File: src/design/ulpi_lp_pkg.sv
// ****************************************************************
// Shared constants for the low power entry/exit block
// ****************************************************************
package ulpi_lp_pkg;

    // Register bus geometry
    localparam int          ADDR_W          = 8;
    localparam int          DATA_W          = 8;

    // Register byte offsets
    localparam logic [7:0]  FUNC_CTRL_OFS   = 8'h00;
    localparam logic [7:0]  IFACE_CTRL_OFS  = 8'h04;
    localparam logic [7:0]  IRQ_RISE_OFS    = 8'h08;
    localparam logic [7:0]  IRQ_FALL_OFS    = 8'h0C;
    localparam logic [7:0]  HS_COMP_OFS     = 8'h10;
    localparam logic [7:0]  STATUS_OFS      = 8'h14;

    // Field positions
    localparam int          PHY_ACTIVE_POS  = 6;
    localparam int          OPMODE_LSB      = 3;
    localparam int          PROTECT_DIS_POS = 7;
    localparam int          FAST_REC_POS    = 0;
    localparam int          LS_DP_POS       = 0;
    localparam int          LS_DM_POS       = 1;
    localparam int          INT_FLAG_POS    = 3;
    localparam int          CMD_TYPE_LSB    = 6;
    localparam int          HTRANS_ACT_POS  = 1;
    localparam int          ST_STATE_LSB    = 8;

    // Interrupt sources, one bit each
    localparam int          NUM_SRC         = 4;
    localparam int          SRC_VBUS_VALID  = 0;
    localparam int          SRC_SESS_VALID  = 1;
    localparam int          SRC_SESS_END    = 2;
    localparam int          SRC_ID_GROUND   = 3;

    // Reset values
    localparam logic [7:0]  FUNC_CTRL_RST   = 8'h40;
    localparam logic [7:0]  IFACE_CTRL_RST  = 8'h00;
    localparam logic [3:0]  IRQ_EN_RST      = 4'h0;
    localparam logic [7:0]  HS_COMP_RST     = 8'h00;

    // Clock output edge counts
    localparam int          ENTRY_EDGES     = 5;
    localparam int          RESTART_EDGES   = 2;

    // Start-up times and clock rate
    localparam int          CLK_MHZ         = 10;
    localparam int          T_START_US      = 1000;
    localparam int          T_START_FAST_US = 50;
    localparam int          CNT_W           = 16;

    // Power state
    typedef enum logic [2:0] {
        ST_ACTIVE    = 3'b000,
        ST_ENTRY     = 3'b001,
        ST_LOW_POWER = 3'b010,
        ST_STARTUP   = 3'b011,
        ST_RESTART   = 3'b100
    } lp_state_e;

endpackage
File: src/design/event_counter.sv
`timescale 1ns/100ps
`default_nettype none

// ****************************************************************
// Counter of enabled events against a limit
// ****************************************************************
module event_counter #(
    parameter int W = 16
) (
    // Clock and reset
    input  wire logic         clk_sys,
    input  wire logic         rst_n,
    input  wire logic         ce,
    // Control
    input  wire logic         clear,
    input  wire logic         count_en,
    input  wire logic [W-1:0] limit,
    // Result
    output logic              done
);

    logic [W-1:0] count_q;

    // Count saturates at the limit so a long wait cannot wrap
    always_ff @(posedge clk_sys or negedge rst_n)
    begin
        if (!rst_n)
            count_q <= '0;
        else if (ce)
        begin
            if (clear)
                count_q <= '0;
            else if (count_en && !done)
                count_q <= count_q + 1'b1;
        end
    end

    // Reached the limit
    assign done = (count_q >= limit);

endmodule

`default_nettype wire

File: src/design/irq_source.sv
`timescale 1ns/100ps
`default_nettype none

// ****************************************************************
// One interrupt source: sampled level against live level
// ****************************************************************
module irq_source (
    // Clock and reset
    input  wire logic clk_sys,
    input  wire logic rst_n,
    input  wire logic ce,
    // Source and enables
    input  wire logic level,
    input  wire logic sample_en,
    input  wire logic rise_en,
    input  wire logic fall_en,
    input  wire logic armed,
    // Result
    output logic      flag
);

    logic sampled_q;

    // Reference level, caught as the bus turns toward the device
    always_ff @(posedge clk_sys or negedge rst_n)
    begin
        if (!rst_n)
            sampled_q <= 1'b0;
        else if (ce && sample_en)
            sampled_q <= level;
    end

    // No clock in this path: must work while every clock is stopped
    assign flag = armed & ((rise_en & level & ~sampled_q) | (fall_en & ~level & sampled_q));

endmodule

`default_nettype wire

File: src/design/ulpi_low_power.sv
`timescale 1ns/100ps
`default_nettype none

// Summary of operation
// - After that write, raise DIR, then five clock output rising edges, then hold low.
// - Low current state only once the clock output has stopped.
// - Low power bus map: line state bits 1:0, interrupt bit 3, rest low.
// - Line state follows DP and DM receivers combinationally.
// - Enabled comparator change in low power raises data bit 3.
// - Low power data bus driven without any clock.
// - STP high wakes; start-up, clock restart, then DIR drops.
// - Device sets phy active bit itself on wake.
// - STP falling before DIR drops is a false resume; back to low power.
// - Bus driven by DIR owner; one turnaround cycle undriven after each change.
// - Link drives idle after each receive command turnaround.
// - A leftover value on the bus after DIR falls is taken as a command.
// - STP pull-up on at reset, off when protect disable bit set.
// - Any STP high in low power is a wake request.
// - VBUS valid and session end comparators powered down when both their interrupt enables are clear.
// - STP pull-up off while chip reset is low.
module ulpi_low_power #(
    parameter int T_START_CYC = ulpi_lp_pkg::T_START_US * ulpi_lp_pkg::CLK_MHZ,
    parameter int T_FAST_CYC  = ulpi_lp_pkg::T_START_FAST_US * ulpi_lp_pkg::CLK_MHZ
) (
    // Clock, reset, enable
    input  wire logic        clk_sys,
    input  wire logic        rst_n,
    input  wire logic        ce,
    // AHB-Lite slave
    input  wire logic        hsel,
    input  wire logic [31:0] haddr,
    input  wire logic [1:0]  htrans,
    input  wire logic        hwrite,
    input  wire logic [2:0]  hsize,
    input  wire logic [31:0] hwdata,
    input  wire logic        hready,
    output logic             hreadyout,
    output logic             hresp,
    output logic [31:0]      hrdata,
    // ULPI link side
    input  wire logic        stp,
    output logic             dir,
    output logic             nxt,
    output logic             phy_clock_output,
    input  wire logic [7:0]  data_in,
    output logic [7:0]  data_out,
    output logic             data_oe_n,
    // Analog front end
    input  wire logic        dp_rx,
    input  wire logic        dm_rx,
    input  wire logic        vbus_valid_comparator,
    input  wire logic        session_valid_comparator,
    input  wire logic        session_end_comparator,
    input  wire logic        id_ground_comparator,
    input  wire logic        chip_reset_n,
    output logic             low_current_en,
    output logic             vbus_comp_power_en,
    output logic             sess_end_comp_power_en,
    output logic             stp_pullup_en,
    output logic [1:0]       xcvr_opmode,
    // Accepted transmit command
    output logic             txcmd_valid,
    output logic [7:0]       txcmd_byte
);

    // ****************************************************************
    // Register bus
    // ****************************************************************
    ulpi_lp_pkg::lp_state_e state_q;
    ulpi_lp_pkg::lp_state_e state_d;

    logic [7:0] func_ctrl_q;
    logic [7:0] iface_ctrl_q;
    logic [3:0] irq_rise_en_q;
    logic [3:0] irq_fall_en_q;
    logic [7:0] hs_comp_q;
    logic       wr_pend_q;
    logic [7:0] wr_addr_q;
    logic       addr_take;
    logic       wr_func;
    logic       wake_done;
    logic [3:0] src_level;
    logic [3:0] src_flag;
    logic       int_flag;

    // Stall the master while frozen rather than lose a transfer
    assign hreadyout = ce;
    assign hresp     = 1'b0;
    assign addr_take = hsel & hready & htrans[ulpi_lp_pkg::HTRANS_ACT_POS];

    // Address phase of a write
    always_ff @(posedge clk_sys or negedge rst_n)
    begin
        if (!rst_n)
        begin
            wr_pend_q <= 1'b0;
            wr_addr_q <= 8'h00;
        end
        else if (ce)
        begin
            wr_pend_q <= addr_take & hwrite;
            wr_addr_q <= haddr[7:0];
        end
    end

    assign wr_func = wr_pend_q && (wr_addr_q == ulpi_lp_pkg::FUNC_CTRL_OFS);

    // Function control; the wake-up set wins over a write in the same cycle
    always_ff @(posedge clk_sys or negedge rst_n)
    begin
        if (!rst_n)
            func_ctrl_q <= ulpi_lp_pkg::FUNC_CTRL_RST;
        else if (ce)
        begin
            if (wr_func)
                func_ctrl_q <= hwdata[7:0];
            if (wake_done)
                func_ctrl_q[ulpi_lp_pkg::PHY_ACTIVE_POS] <= 1'b1;
        end
    end

    // Other writable registers
    always_ff @(posedge clk_sys or negedge rst_n)
    begin
        if (!rst_n)
        begin
            iface_ctrl_q  <= ulpi_lp_pkg::IFACE_CTRL_RST;
            irq_rise_en_q <= ulpi_lp_pkg::IRQ_EN_RST;
            irq_fall_en_q <= ulpi_lp_pkg::IRQ_EN_RST;
            hs_comp_q     <= ulpi_lp_pkg::HS_COMP_RST;
        end
        else if (ce && wr_pend_q)
        begin
            unique case (wr_addr_q)
                ulpi_lp_pkg::IFACE_CTRL_OFS: iface_ctrl_q  <= hwdata[7:0];
                ulpi_lp_pkg::IRQ_RISE_OFS:   irq_rise_en_q <= hwdata[3:0];
                ulpi_lp_pkg::IRQ_FALL_OFS:   irq_fall_en_q <= hwdata[3:0];
                ulpi_lp_pkg::HS_COMP_OFS:    hs_comp_q     <= hwdata[7:0];
                default:                     ;
            endcase
        end
    end

    // Read data registered in the address phase; unmapped reads give zero
    always_ff @(posedge clk_sys or negedge rst_n)
    begin
        if (!rst_n)
            hrdata <= 32'h0000_0000;
        else if (ce && addr_take && !hwrite)
        begin
            unique case (haddr[7:0])
                ulpi_lp_pkg::FUNC_CTRL_OFS:  hrdata <= {24'h00_0000, func_ctrl_q};
                ulpi_lp_pkg::IFACE_CTRL_OFS: hrdata <= {24'h00_0000, iface_ctrl_q};
                ulpi_lp_pkg::IRQ_RISE_OFS:   hrdata <= {28'h000_0000, irq_rise_en_q};
                ulpi_lp_pkg::IRQ_FALL_OFS:   hrdata <= {28'h000_0000, irq_fall_en_q};
                ulpi_lp_pkg::HS_COMP_OFS:    hrdata <= {24'h00_0000, hs_comp_q};
                ulpi_lp_pkg::STATUS_OFS:     hrdata <= {21'h00_0000, state_q, int_flag,
                                                        dir, low_current_en, 1'b0, src_level};
                default:                     hrdata <= 32'h0000_0000;
            endcase
        end
    end

    // ****************************************************************
    // Power state machine
    // ****************************************************************
    logic       clk_out_q;
    logic       clk_run;
    logic       rise_pulse;
    logic       edges_done;
    logic       start_done;
    localparam int CNT_W_L = ulpi_lp_pkg::CNT_W;
    logic       seq_clear;
    logic [CNT_W_L-1:0] edge_limit;
    logic [CNT_W_L-1:0] start_limit;

    // Clock output edges to run before stopping or before releasing DIR
    assign edge_limit = (state_q == ulpi_lp_pkg::ST_RESTART) ?
                        CNT_W_L'(ulpi_lp_pkg::RESTART_EDGES) :
                        CNT_W_L'(ulpi_lp_pkg::ENTRY_EDGES);
    // Shorter start-up under fast recovery
    assign start_limit = hs_comp_q[ulpi_lp_pkg::FAST_REC_POS] ?
                         CNT_W_L'(T_FAST_CYC) : CNT_W_L'(T_START_CYC);

    // Next state
    always_comb
    begin
        state_d = state_q;
        unique case (state_q)
            ulpi_lp_pkg::ST_ACTIVE:
                if (wr_func && !hwdata[ulpi_lp_pkg::PHY_ACTIVE_POS])
                    state_d = ulpi_lp_pkg::ST_ENTRY;
            ulpi_lp_pkg::ST_ENTRY:
                if (edges_done && !clk_out_q)
                    state_d = ulpi_lp_pkg::ST_LOW_POWER;
            ulpi_lp_pkg::ST_LOW_POWER:
                if (stp)
                    state_d = ulpi_lp_pkg::ST_STARTUP;
            ulpi_lp_pkg::ST_STARTUP:
                if (!stp)
                    state_d = ulpi_lp_pkg::ST_LOW_POWER;
                else if (start_done)
                    state_d = ulpi_lp_pkg::ST_RESTART;
            ulpi_lp_pkg::ST_RESTART:
                if (!stp)
                    state_d = ulpi_lp_pkg::ST_ENTRY;
                else if (edges_done && rise_pulse)
                    state_d = ulpi_lp_pkg::ST_ACTIVE;
            default:
                state_d = ulpi_lp_pkg::ST_ACTIVE;
        endcase
    end

    // State register
    always_ff @(posedge clk_sys or negedge rst_n)
    begin
        if (!rst_n)
            state_q <= ulpi_lp_pkg::ST_ACTIVE;
        else if (ce)
            state_q <= state_d;
    end

    assign wake_done = (state_q == ulpi_lp_pkg::ST_RESTART) &&
                       (state_d == ulpi_lp_pkg::ST_ACTIVE);
    assign seq_clear = (state_q != state_d);

    // Clock output runs when active, during entry until the count is met, and on restart
    assign clk_run    = (state_q == ulpi_lp_pkg::ST_ACTIVE) ||
                        (state_q == ulpi_lp_pkg::ST_RESTART) ||
                        ((state_q == ulpi_lp_pkg::ST_ENTRY) && !edges_done);
    assign rise_pulse = clk_run & ~clk_out_q;

    // Divided clock output; parks low once stopped
    always_ff @(posedge clk_sys or negedge rst_n)
    begin
        if (!rst_n)
            clk_out_q <= 1'b0;
        else if (ce)
        begin
            if (clk_run)
                clk_out_q <= ~clk_out_q;
            else
                clk_out_q <= 1'b0;
        end
    end

    // Rising edges of the clock output
    event_counter #(.W(CNT_W_L)) u_edges (
        .clk_sys  (clk_sys),
        .rst_n    (rst_n),
        .ce       (ce),
        .clear    (seq_clear),
        .count_en (rise_pulse),
        .limit    (edge_limit),
        .done     (edges_done)
    );

    // Start-up delay
    event_counter #(.W(CNT_W_L)) u_start (
        .clk_sys  (clk_sys),
        .rst_n    (rst_n),
        .ce       (ce),
        .clear    (seq_clear),
        .count_en (state_q == ulpi_lp_pkg::ST_STARTUP),
        .limit    (start_limit),
        .done     (start_done)
    );

    // ****************************************************************
    // ULPI bus ownership and low power data map
    // ****************************************************************
    logic dir_q;
    logic drive_q;
    logic dir_prev_q;

    // DIR high in every state but active; bus driven one cycle later
    always_ff @(posedge clk_sys or negedge rst_n)
    begin
        if (!rst_n)
        begin
            dir_q      <= 1'b0;
            drive_q    <= 1'b0;
            dir_prev_q <= 1'b0;
        end
        else if (ce)
        begin
            dir_q      <= (state_d != ulpi_lp_pkg::ST_ACTIVE);
            drive_q    <= dir_q & (state_d != ulpi_lp_pkg::ST_ACTIVE);
            dir_prev_q <= dir_q;
        end
    end

    assign dir              = dir_q;
    assign nxt              = 1'b0;
    assign phy_clock_output = clk_out_q;
    assign data_oe_n        = ~drive_q;

    // Clockless map from receivers and flag straight to the pins
    always_comb
    begin
        data_out = 8'h00;
        if (drive_q)
        begin
            data_out[ulpi_lp_pkg::LS_DP_POS]    = dp_rx;
            data_out[ulpi_lp_pkg::LS_DM_POS]    = dm_rx;
            data_out[ulpi_lp_pkg::INT_FLAG_POS] = int_flag;
        end
    end

    // ****************************************************************
    // Comparator interrupts and power controls
    // ****************************************************************
    assign src_level = {id_ground_comparator, session_end_comparator,
                        session_valid_comparator, vbus_valid_comparator};

    genvar gi;
    generate
        for (gi = 0; gi < ulpi_lp_pkg::NUM_SRC; gi++)
        begin : g_src
            irq_source u_src (
                .clk_sys   (clk_sys),
                .rst_n     (rst_n),
                .ce        (ce),
                .level     (src_level[gi]),
                .sample_en (seq_clear && (state_d == ulpi_lp_pkg::ST_ENTRY)),
                .rise_en   (irq_rise_en_q[gi]),
                .fall_en   (irq_fall_en_q[gi]),
                .armed     (state_q == ulpi_lp_pkg::ST_LOW_POWER),
                .flag      (src_flag[gi])
            );
        end
    endgenerate

    assign int_flag = |src_flag;

    // Comparator off only when both enables are clear
    assign vbus_comp_power_en     = irq_rise_en_q[ulpi_lp_pkg::SRC_VBUS_VALID] |
                                    irq_fall_en_q[ulpi_lp_pkg::SRC_VBUS_VALID];
    assign sess_end_comp_power_en = irq_rise_en_q[ulpi_lp_pkg::SRC_SESS_END] |
                                    irq_fall_en_q[ulpi_lp_pkg::SRC_SESS_END];

    // Pull-up gated directly by the chip reset pin, no clock involved
    assign stp_pullup_en  = chip_reset_n &
                            ~iface_ctrl_q[ulpi_lp_pkg::PROTECT_DIS_POS];
    assign low_current_en = (state_q == ulpi_lp_pkg::ST_LOW_POWER);
    assign xcvr_opmode    = func_ctrl_q[ulpi_lp_pkg::OPMODE_LSB +: 2];

    // ****************************************************************
    // Command capture while the link owns the bus
    // ****************************************************************
    // Any non-idle byte after turnaround is taken, leftover or not
    always_ff @(posedge clk_sys or negedge rst_n)
    begin
        if (!rst_n)
        begin
            txcmd_valid <= 1'b0;
            txcmd_byte  <= 8'h00;
        end
        else if (ce)
        begin
            txcmd_valid <= (state_q == ulpi_lp_pkg::ST_ACTIVE) && !dir_q && !dir_prev_q &&
                           !stp && (data_in[7:ulpi_lp_pkg::CMD_TYPE_LSB] != 2'b00);
            txcmd_byte  <= data_in;
        end
    end

endmodule

`default_nettype wire

File: config.mk
export PLATFORM = sky130hd
export DESIGN_NAME = ulpi_low_power
export DESIGN_NICKNAME = d
export VERILOG_FILES = /design/src/design/ulpi_lp_pkg.sv /design/src/design/event_counter.sv /design/src/design/irq_source.sv /design/src/design/ulpi_low_power.sv
export SDC_FILE = /design/constraint.sdc
export NUM_CORES = 1
export LEC_CHECK = 0
export ABC_AREA = 0
export ABC_CLOCK_PERIOD_IN_PS = 3000
export BUFFER_PORTS_ARGS = -buffer_cell sky130_fd_sc_hd__buf_2
export CAP_MARGIN = 20
export CORE_ASPECT_RATIO = 1.75
export CORE_UTILIZATION = 45
export DETAILED_ROUTE_END_ITERATION = 8
export HOLD_SLACK_MARGIN = 0.02
export PLACE_DENSITY_LB_ADDON = 0.25
export SLEW_MARGIN = 20
export SYNTH_ARGS = -nofsm -noshare
export SYNTH_HDL_FRONTEND = slang
export SYNTH_SLANG_ARGS = --single-unit
export TNS_END_PERCENT = 1
File: constraint.sdc
create_clock -name clk_sys -period 3 [get_ports clk_sys]
set_input_delay 0.45 -clock clk_sys [delete_from_list [all_inputs] [get_ports clk_sys]]
set_output_delay 0.45 -clock clk_sys [all_outputs]
set_load 0.01 [all_outputs]
==> After elaboration in Yosys (flattened, before gate mapping) <==
Index checks and enable logic that the tools add are counted.
{ "op_classes": {"n_addsub": 2, "order_cmp": 2, "eq_ne": 15, "n_mux": 20, "n_bitwise": 43, "reduce_logical": 45} }
{ "ops": {"columns": ["cell", "n"], "rows": [
  ["11-bit case mux with 6 select lines", 1],
  ["16-bit 2-to-1 mux", 4],
  ["16-bit by 1-bit adder with 16-bit output (second input constant)", 2],
  ["8-bit by 4-bit == test with 1-bit output (second input constant)", 4],
  ["1-bit bitwise AND", 26],
  ["8-bit by 5-bit == test with 1-bit output (second input constant)", 3],
  ["3-bit 2-to-1 mux", 8],
  ["1-bit logical AND", 17],
  ["8-bit by 3-bit == test with 1-bit output (second input constant)", 2],
  ["16-bit by 14-bit greater-or-equal comparator with 1-bit output", 1],
  ["16-bit by 3-bit greater-or-equal comparator with 1-bit output", 1],
  ["8-bit zero test", 2],
  ["2-bit AND reduction", 8],
  ["3-bit case mux with 5 select lines", 1],
  ["14-bit 2-to-1 mux", 1],
  ["1-bit NOT", 11],
  ["1-bit zero test", 8],
  ["2-bit nonzero test", 4],
  ["7-bit 2-to-1 mux", 1],
  ["3-bit by 1-bit == test with 1-bit output (second input constant)", 2],
  ["3-bit by 2-bit == test with 1-bit output (second input constant)", 2],
  ["3-bit zero test", 2],
  ["1-bit OR", 6],
  ["4-bit OR reduction", 1],
  ["other kinds (6)", 9]
]} }
{ "totals": {"register_bits": 125, "inputBits": 91, "output_inout_bits": 61, "elab_cells": 149} }

==> Longest topological paths before layout <==
Gate-level depths: netlist (run 1).
{ "depth": {"ltp_word": 15, "mapped_depth": 12, "depth_no_buf": 10} }

==> Hierarchy <==
Synthesis (run 1) repeated with hierarchy kept, for this count alone.
{ "hier_totals": {"hier_cells": 714, "area_unflattened_um2": 7021.7} }
{ "by_module_without_submodules": {"columns": ["mod", "n_inst", "cells_per_inst", "area_each_um2", "seq_area_each_um2"], "rows": [
  ["ulpi_low_power", 1, 294, 3473.3, 1702.9],
  ["event_counter", 2, 198, 1644.1, 400.4],
  ["irq_source", 4, 6, 65.1, 25.0]
]} }

==> Worst setup path after synthesis (run 1) <==
OpenSTA, ideal clock, no wires.
{ "synth_timing": {"path_type": "reg-to-reg", "startpoint": "register state_q[1]", "endpoint": "register g_src[0].u_src.sampled_q", "t_arrival_ps": 2725, "t_required_ps": 2875, "slack_ps": 150, "path_stages_with_launch": 13, "n_path_buf": 2, "period_less_slack_ps": 2850, "path_cell_list": "dfrtp_1 -> buf_2 -> clkbuf_1 -> nor2_1 -> nand2_1 -> inv_1 -> ha_1 -> nor4_1 -> nand4_1 -> o41a_1 -> o31a_4 -> o2111a_4 -> mux2_4"} }
{ "synth_between": {"elab_chain_cells": 14} }
{ "synth_rtl": {"columns": ["element", "line_no", "source"], "rows": [
  ["from (decl)", "ulpi_low_power.sv:69", "ulpi_lp_pkg::lp_state_e state_q;"],
  ["from (signal assigned)", "ulpi_low_power.sv:218", "state_q <= ulpi_lp_pkg::ST_ACTIVE;"],
  ["from (signal assigned)", "ulpi_low_power.sv:220", "state_q <= state_d;"],
  ["3-bit == test", "ulpi_low_power.sv:178, ulpi_low_power.sv:189, ulpi_low_power.sv:229", null],
  ["3-bit 2-to-1 mux", "ulpi_low_power.sv:178", "assign edge_limit = (state_q == ulpi_lp_pkg::ST_RESTART) ?"],
  ["16-bit by 3-bit greater-or-equal comparator with 1-bit output", "event_counter.sv:39", "assign done = (count_q >= limit);"],
  ["1-bit zero test", "ulpi_low_power.sv:230", "((state_q == ulpi_lp_pkg::ST_ENTRY) && !edges_done);"],
  ["1-bit logical AND", "ulpi_low_power.sv:230", null],
  ["1-bit logical OR", "ulpi_low_power.sv:229", "(state_q == ulpi_lp_pkg::ST_RESTART) ||"],
  ["1-bit bitwise AND", "ulpi_low_power.sv:231", "assign rise_pulse = clk_run & ~clk_out_q;"],
  ["1-bit logical AND", "ulpi_low_power.sv:207", "else if (edges_done && rise_pulse)"],
  ["3-bit 2-to-1 mux", "ulpi_low_power.sv:207", null],
  ["3-bit 2-to-1 mux", "ulpi_low_power.sv:205", "if (!stp)"],
  ["3-bit case mux with 5 select lines", "ulpi_low_power.sv:189", "unique case (state_q)"],
  ["3-bit inequality test / 3-bit by 1-bit == test with 1-bit output (equally long branches)", "ulpi_low_power.sv:225, ulpi_low_power.sv:325", null],
  ["1-bit logical AND (*)", "ulpi_low_power.sv:325", ".sample_en (seq_clear && (state_d == ulpi_lp_pkg::ST_ENTRY)),"],
  ["1-bit logical AND (*)", "irq_source.sv:29", "else if (ce && sample_en)"],
  ["to (signal assigned)", "irq_source.sv:30", "sampled_q <= level;"],
  ["to (decl)", "irq_source.sv:22", "logic sampled_q;"]
]} }
Mark *: on every way between the ends. The rest lies on a longest branch, timed or not.
A chain may end at the register's enable or synchronous reset.

==> Worst setup path in the final report (run 1) <==
{ "layout_timing": {"startpoint": "register hs_comp_q[0]", "endpoint": "register g_src[2].u_src.sampled_q"} }
{ "layout_between": {"elab_chain_cells": 8} }
{ "layout_rtl": {"columns": ["element", "line_no", "source"], "rows": [
  ["from (decl)", "ulpi_low_power.sv:76", "logic [7:0] hs_comp_q;"],
  ["from (signal assigned)", "ulpi_low_power.sv:130", "hs_comp_q <= ulpi_lp_pkg::HS_COMP_RST;"],
  ["from (signal assigned)", "ulpi_low_power.sv:138", "ulpi_lp_pkg::HS_COMP_OFS: hs_comp_q <= hwdata[7:0];"],
  ["14-bit 2-to-1 mux (*)", "ulpi_low_power.sv:182", "assign start_limit = hs_comp_q[ulpi_lp_pkg::FAST_REC_POS] ?"],
  ["16-bit by 14-bit greater-or-equal comparator with 1-bit output (*)", "event_counter.sv:39", null],
  ["3-bit 2-to-1 mux (*)", "ulpi_low_power.sv:202", "else if (start_done)"],
  ["3-bit 2-to-1 mux (*)", "ulpi_low_power.sv:200", "if (!stp)"],
  ["3-bit case mux with 5 select lines (*)", "ulpi_low_power.sv:189", null],
  ["3-bit inequality test / 3-bit by 1-bit == test with 1-bit output (equally long branches)", "ulpi_low_power.sv:225, ulpi_low_power.sv:325", null],
  ["1-bit logical AND (*)", "ulpi_low_power.sv:325", null],
  ["1-bit logical AND (*)", "irq_source.sv:29", null],
  ["to (signal assigned)", "irq_source.sv:30", null],
  ["to (decl)", "irq_source.sv:22", null]
]} }
Marked as above.

==> results of run 1 <==
## layer usage
metal	global-route usage	vias to the layer above	wire, um
met2	0.388	118	6980
met5	0	-	0
met4	0.107	0	449
met3	0.0433	29	461
met1	0.219	2007	4690
li1	-	1919	-
## flip-flops by register name (all words and copies together), names as in the netlist
register and flops:
txcmd_byte 8, phy_clock_output 1, state_q 3, drive_q 1
irq_rise_en_q 4, dir 1, u_start.count_q 16, hrdata 11
irq_fall_en_q 4, txcmd_valid 1, wr_pend_q 1, u_edges.count_q 16
func_ctrl_q 8, wr_addr_q 8, g_src.u_src.sampled_q 4, dir_prev_q 1
hs_comp_q 8, iface_ctrl_q 8
## cell families (layout without fill, tap and decap cells)
family / Yosys count / count (layout) / share of synthesized area
AO/OA/AOI/OAI: 71 / 71 / 0.0879
XOR/XNOR: 7 / 7 / 0.0112
adder cells (fa/ha/maj): 13 / 13 / 0.0296
buffers and inverters: 68 / 120 / 0.0697
flip-flops: 104 / 104 / 0.474
multiplexers: 67 / 67 / 0.152
other: 1 / 28 / 0.000682
AND/OR/NAND/NOR: 176 / 176 / 0.175
## critical path: cells and delay by family (launching register included)
family / cells / cell delay (ns)
mux: 1 / 0.31
buf+inv: 1 / 0.14
flops: 1 / 0.48
compound gates: 4 / 0.98
fa+ha+maj: 1 / 0.30
simple gates: 1 / 0.55
## power groups by stage
stage	sequential [mW]	clock, mW	combinational [mW]
after global placement	1.66	0	1.05
after CTS	1.64	1.15	1.08
after global routing	1.66	1.20	1.19
after detailed placement	1.67	0	1.08
after floorplan	1.65	0	0.755
final	1.65	1.11	1.08
## synthesized netlist by cell type, drive strengths merged (7+ instances only)
library cell / n
ha: 13
nand3: 13
nor3: 12
nor2: 28
nor2b: 9
clkbuf: 17
dfrtp: 103
buf: 36
nor4: 13
o21ai: 24
mux2i: 9
inv: 15
mux4: 7
nand4: 8
a21oi: 15
mux2: 51
or3: 10
xnor2: 7
nand2: 42
## final cells by class
type,count,area [sq um],share of cell area
Clock inverter,6,52.6,0.00844
Multi-Input combinational cell,362,2610,0.419
Inverter,15,56.3,0.00904
Clock buffer,10,229,0.0368
Timing Repair Buffer,89,505,0.0811
Sequential cell,104,2600,0.418
Tap cell,137,171,0.0275
## per-stage QoR
step	total power [mW]	setup WS, ns	cell area, sq um	cells
3_3_place_gp	2.71	0.192	5950	707
3_5_place_dp	2.75	0.181	5950	707
6_report	3.83	0.137	6230	723
5_1_grt	4.05	0.0125	6230	723
2_1_floorplan	2.40	0.150	5600	534
4_1_cts	3.87	0.146	6230	723
## final timing paths
path / from / endpoint / slack [ns] / depth (start not counted)
hold / removal: rst_n / func_ctrl_q[3] / 0.03 / 1
setup / recovery: hs_comp_q[0] / g_src[2].u_src.sampled_q / 0.14 / 8
hold reg to reg: hrdata[1] / hrdata[1] / 0.47 / 2
max in group asynchronous: rst_n / u_edges.count_q[2] / 2.22 / 2
min in group clk_sys: data_in[2] / txcmd_byte[2] / 0.33 / 2
setup reg to reg: hs_comp_q[0] / g_src[2].u_src.sampled_q / 0.14 / 8
==> flow_summary.yaml, run 1 <==
yosys:
  syn_area_sq_mm: 0.00550
  async_flop_share: 1.00
  syn_avg_cell_area_sq_um: 10.8
  yosysSeqAreaShare: 0.474
  synthTopCellsByArea: "dfrtp_1 47%, mux2_2 9.6%, buf_4 4.2%"
  synth_seq_cells: 104
  netlist_instances: 507
  yosysTopAreaCell: "dfrtp_1"
  synth_edf_count: 0
  yosys.area.top_type_share: 0.469
  ys_dominant_reg_cell: "dfrtp_1"
  ys_types: 61
  ys_warn_count: 0
floorplan:
  die_w_um: 85.5
  dieArea_sq_mm: 0.0127
  start_util: 0.460
  die_h_um: 148
  coreArea_sq_mm: 0.0119
  io_pins: 152
  rows: 53
place:
  dp.final_hpwl_um: 9520
  port_buffers: 71
  place_congestion: 0.888
drt:
  vias_per_cell: 5.63
  wl_um: 12600
  detailedRoute.firstPassIterationCount: 4
  drc: 0
  wl_per_cell_um: 17.4
  ant_nets: 0
  vias: 4073
  drt_iter0_markers: 96
clock_network:
  clk-insertion-delay-late_ns: 0.35
  cts.sinks: 104
  cts_setup_buffers: 0
  cts_hold_buf: 0
  path_clk_slew_ns: 0.07
  htreeDepth: 3
  cts_made_buffers: 9
  clockBufferDepth: 2
  post_cts_resized: 0
  root_buffer: "clkbuf_16"
  cts_tree: "built"
finish:
  final_common_cell: "dfrtp_1"
  area_growth_pct: 13.3
  fill_cells: 1085
  final_cell_mix: "103 x dfrtp_1, 70 x buf_2, 47 x mux2_2"
  antennaDiodeCount: 0
  final_util: 0.522
  drive_gt1_frac: 0.297
  nNetsFinal: 685
critical_path:
  worstPathMaxFanout: 6
  end_kind: "flip-flop"
  slowest_delay_ns: 0.55
  crit_chain: "inv_1 > ha_1 > o211ai_1 > or4_1 > a211oi_1 > o31a_4 > o2111a_4 > mux2_4"
  cp.arrival_ns: 3.10
  slowest_stage: "or4_1"
  crit_required_ns: 3.24
  start_kind: "flip-flop"
  crit_type: "reg -> reg"
grt:
  antenna_found_initial: 0
  grt-ovfl-total: 0
  groute.usage.overall: 0.209
  grt_pass1_vias: 4212
  grt_first_pass_wirelength_um: 20500
  grt_start_max_net_pins: 47
sta:
  tightest_slew_ns: 0.614
  max_freq_mhz: 349
  hold_slack_ns: 0.0290
  post-route-period-util: 0.954
  fin_tns_setup_ns: 0
  drv_slew: 0
  fin_skew_ns: 0.00924
  rsz0062_at_grt: "false"
  setup_violations: 0
  finalCriticalPeriod_ns: 2.86
  relSlewSlack: 0.585
  hold_viol_final: 0
power_and_ir_drop:
  p_leak_nw: 2.96
  internal_power_mw: 2.59
  p_seq_frac: 0.429
  p_per_area_mw_per_mm2: 615
  irDropWorstVdd_v: 0.000305
  pwr-share-clk: 0.290
  switching_power_mw: 1.25
  p_sw_frac: 0.325
  pwr-share-comb: 0.281
worst_hold_path:
  min_path_type: "in -> async"
flow_run:
  maxCapViolations: 0
outcome:
  status: "complete, no violations"
(Power assumes the default switching activity.)
==> inputs of run 2 (changes only) <==
--- a/config.mk
+++ b/config.mk
@@ -6,7 +6,7 @@
 export NUM_CORES = 1
 export LEC_CHECK = 0
 export ABC_AREA = 0
-export ABC_CLOCK_PERIOD_IN_PS = 3000
+export ABC_CLOCK_PERIOD_IN_PS = 2400
 export BUFFER_PORTS_ARGS = -buffer_cell sky130_fd_sc_hd__buf_2
 export CAP_MARGIN = 20
 export CORE_ASPECT_RATIO = 1.75
==> constraint.sdc (replaced) <==
create_clock -name clk_sys -period 2.4 [get_ports clk_sys]
set_input_delay 0.36 -clock clk_sys [delete_from_list [all_inputs] [get_ports clk_sys]]
set_output_delay 0.36 -clock clk_sys [all_outputs]
set_load 0.01 [all_outputs]
==> flow_summary.yaml, run 2 (synthesis results as in run 1) <==
outcome:
  status: "complete, but fails checks"
  failed_checks: "negative setup slack"
flow_run:
  maxCapViolations: 0
critical_path:
  r2r_start: "hs_comp_q[0]"
  crit_chain: "ha_1 > nand4bb_1 > or4_4 > a211oi_2 > buf_4 > o31a_4 > o2111a_4 > mux2_4"
  startpoint: "hs_comp_q[0]"
  r2r_slack_ns: -0.20
  slowest_delay_ns: 0.51
  r2r_end: "g_src[3].u_src.sampled_q"
  crit_type: "reg -> reg"
  slowest_stage: "or4_4"
  cp.arrival_ns: 2.83
  r2r_cells: 8
  crit_required_ns: 2.63
  end_kind: "flip-flop"
  worstPathMaxFanout: 6
  start_kind: "flip-flop"
finish:
  final_common_cell: "dfrtp_1"
  fill_cells: 1051
  multi_input_area_sq_mm: 0.00274
  seq_area_sq_mm: 0.00261
  area_growth_pct: 22.8
  nNetsFinal: 730
  antennaDiodeCount: 0
  final_util: 0.565
  top_regs: "u_edges.count_q: 16 flops, u_start.count_q: 16 flops, hrdata: 11 flops"
  fin_cells: 767
  final_cell_mix: "102 x dfrtp_1, 70 x buf_2, 59 x buf_4"
  finalInstanceArea_sq_mm: 0.00675
  drive_gt1_frac: 0.381
grt:
  grt_start_max_net_pins: 68
  antenna_found_initial: 0
  groute.usage.overall: 0.213
  grt-ovfl-total: 0
  grt_pass1_vias: 4360
  grt_first_pass_wirelength_um: 21000
worst_hold_path:
  min_from: "data_in[4]"
  worstHoldPathCells: 2
  hold_end: "txcmd_byte[4]"
  min_path_type: "in -> reg"
clock_network:
  cts.sinks: 104
  root_buffer: "clkbuf_16"
  cts_tree: "built"
  clockBufferDepth: 2
  cts_made_buffers: 9
  htreeDepth: 3
  path_clk_slew_ns: 0.07
  clk-insertion-delay-late_ns: 0.34
floorplan:
  start_util: 0.460
  coreArea_sq_mm: 0.0119
  die_w_um: 85.5
  die_h_um: 148
  dieArea_sq_mm: 0.0127
  io_pins: 152
  rows: 53
drt:
  detailedRoute.firstPassIterationCount: 5
  ant_nets: 0
  wl_per_cell_um: 17.1
  drt_iter0_markers: 137
  wl_um: 13100
  drc: 0
  vias: 4211
  vias_per_cell: 5.49
place:
  placed_area_sq_mm: 0.00625
  dp.final_hpwl_um: 9690
  place_congestion: 0.897
  dp.cells: 747
  port_buffers: 71
  place_ws_ns: -0.417
sta:
  hold_slack_ns: 0.247
  tightest_slew_ns: 0.502
  relSlewSlack: 0.665
  post-route-period-util: 1.08
  max_freq_mhz: 385
  hold_viol_final: 0
  setup_violations: 22
  rsz0062_at_grt: "true"
  final.setup.worst_slack_ns: -0.198
  fin_tns_setup_ns: -2.17
  fin_skew_ns: 0.00838
  drv_slew: 0
  finalCriticalPeriod_ns: 2.60
power_and_ir_drop:
  p_per_area_mw_per_mm2: 779
  p_total_mw: 5.26
  irDropWorstVdd_v: 0.000380
  p_leak_nw: 3.22
[run 2: worst max-delay path by stage]
stage / to / slack [ns] / cells after the start
5_1_grt: g_src[3].u_src.sampled_q / -0.26 / 11
2_1_floorplan: g_src[0].u_src.sampled_q / -0.26 / 12
3_3_place_gp: u_edges.count_q[0] / -0.36 / 11
6_report: g_src[3].u_src.sampled_q / -0.20 / 8
4_1_cts: u_edges.count_q[0] / -0.18 / 10
3_5_place_dp: u_edges.count_q[0] / -0.42 / 11
[run 2: routing by layer]
layer  global-route usage  routed length (um)
met1                0.229                5020
met3               0.0405                 355
met2                0.406                7530
met5                    0                   0
met4               0.0783                 220
[run 2: repair_timing]
| action | 4_1_cts | 5_1_grt |
|---|---|---|
| endpoints found under the hold margin | 37 | 0 |
| hold buffers | 1 | 0 |
| pin swaps | 8 | 7 |
| endpoints found under the setup margin | 41 | 42 |
| setup buffers | 2 | 2 |
| resized for setup | 15 | 13 |
[run 2: report_power, final]
| group | total [mW] | switching, mW | leakage (nW) | internal [mW] |
|---|---|---|---|---|
| clock | 1.57 | 0.652 | 0.148 | 0.914 |
| sequential | 2.05 | 0.134 | 1.38 | 1.92 |
| combinational | 1.64 | 0.851 | 1.69 | 0.791 |
[run 2: worst max-delay path, delay by kind of cell, from the launching register on]
| kind | cells | cell delay [ns] |
|---|---|---|
| fa+ha+maj | 1 | 0.30 |
| mux | 1 | 0.31 |
| compound gates | 3 | 0.62 |
| simple gates | 2 | 0.61 |
| buf+inv | 1 | 0.15 |
| flops | 1 | 0.48 |
[run 2: cell type report]
type                    count  area share
multi-input cells         362       0.406
flip-flops and latches    104       0.386
repair buffers            134       0.127
clock buffers               9      0.0334
well taps                 137      0.0254
clock inverters             6      0.0137
inverters                  15     0.00834
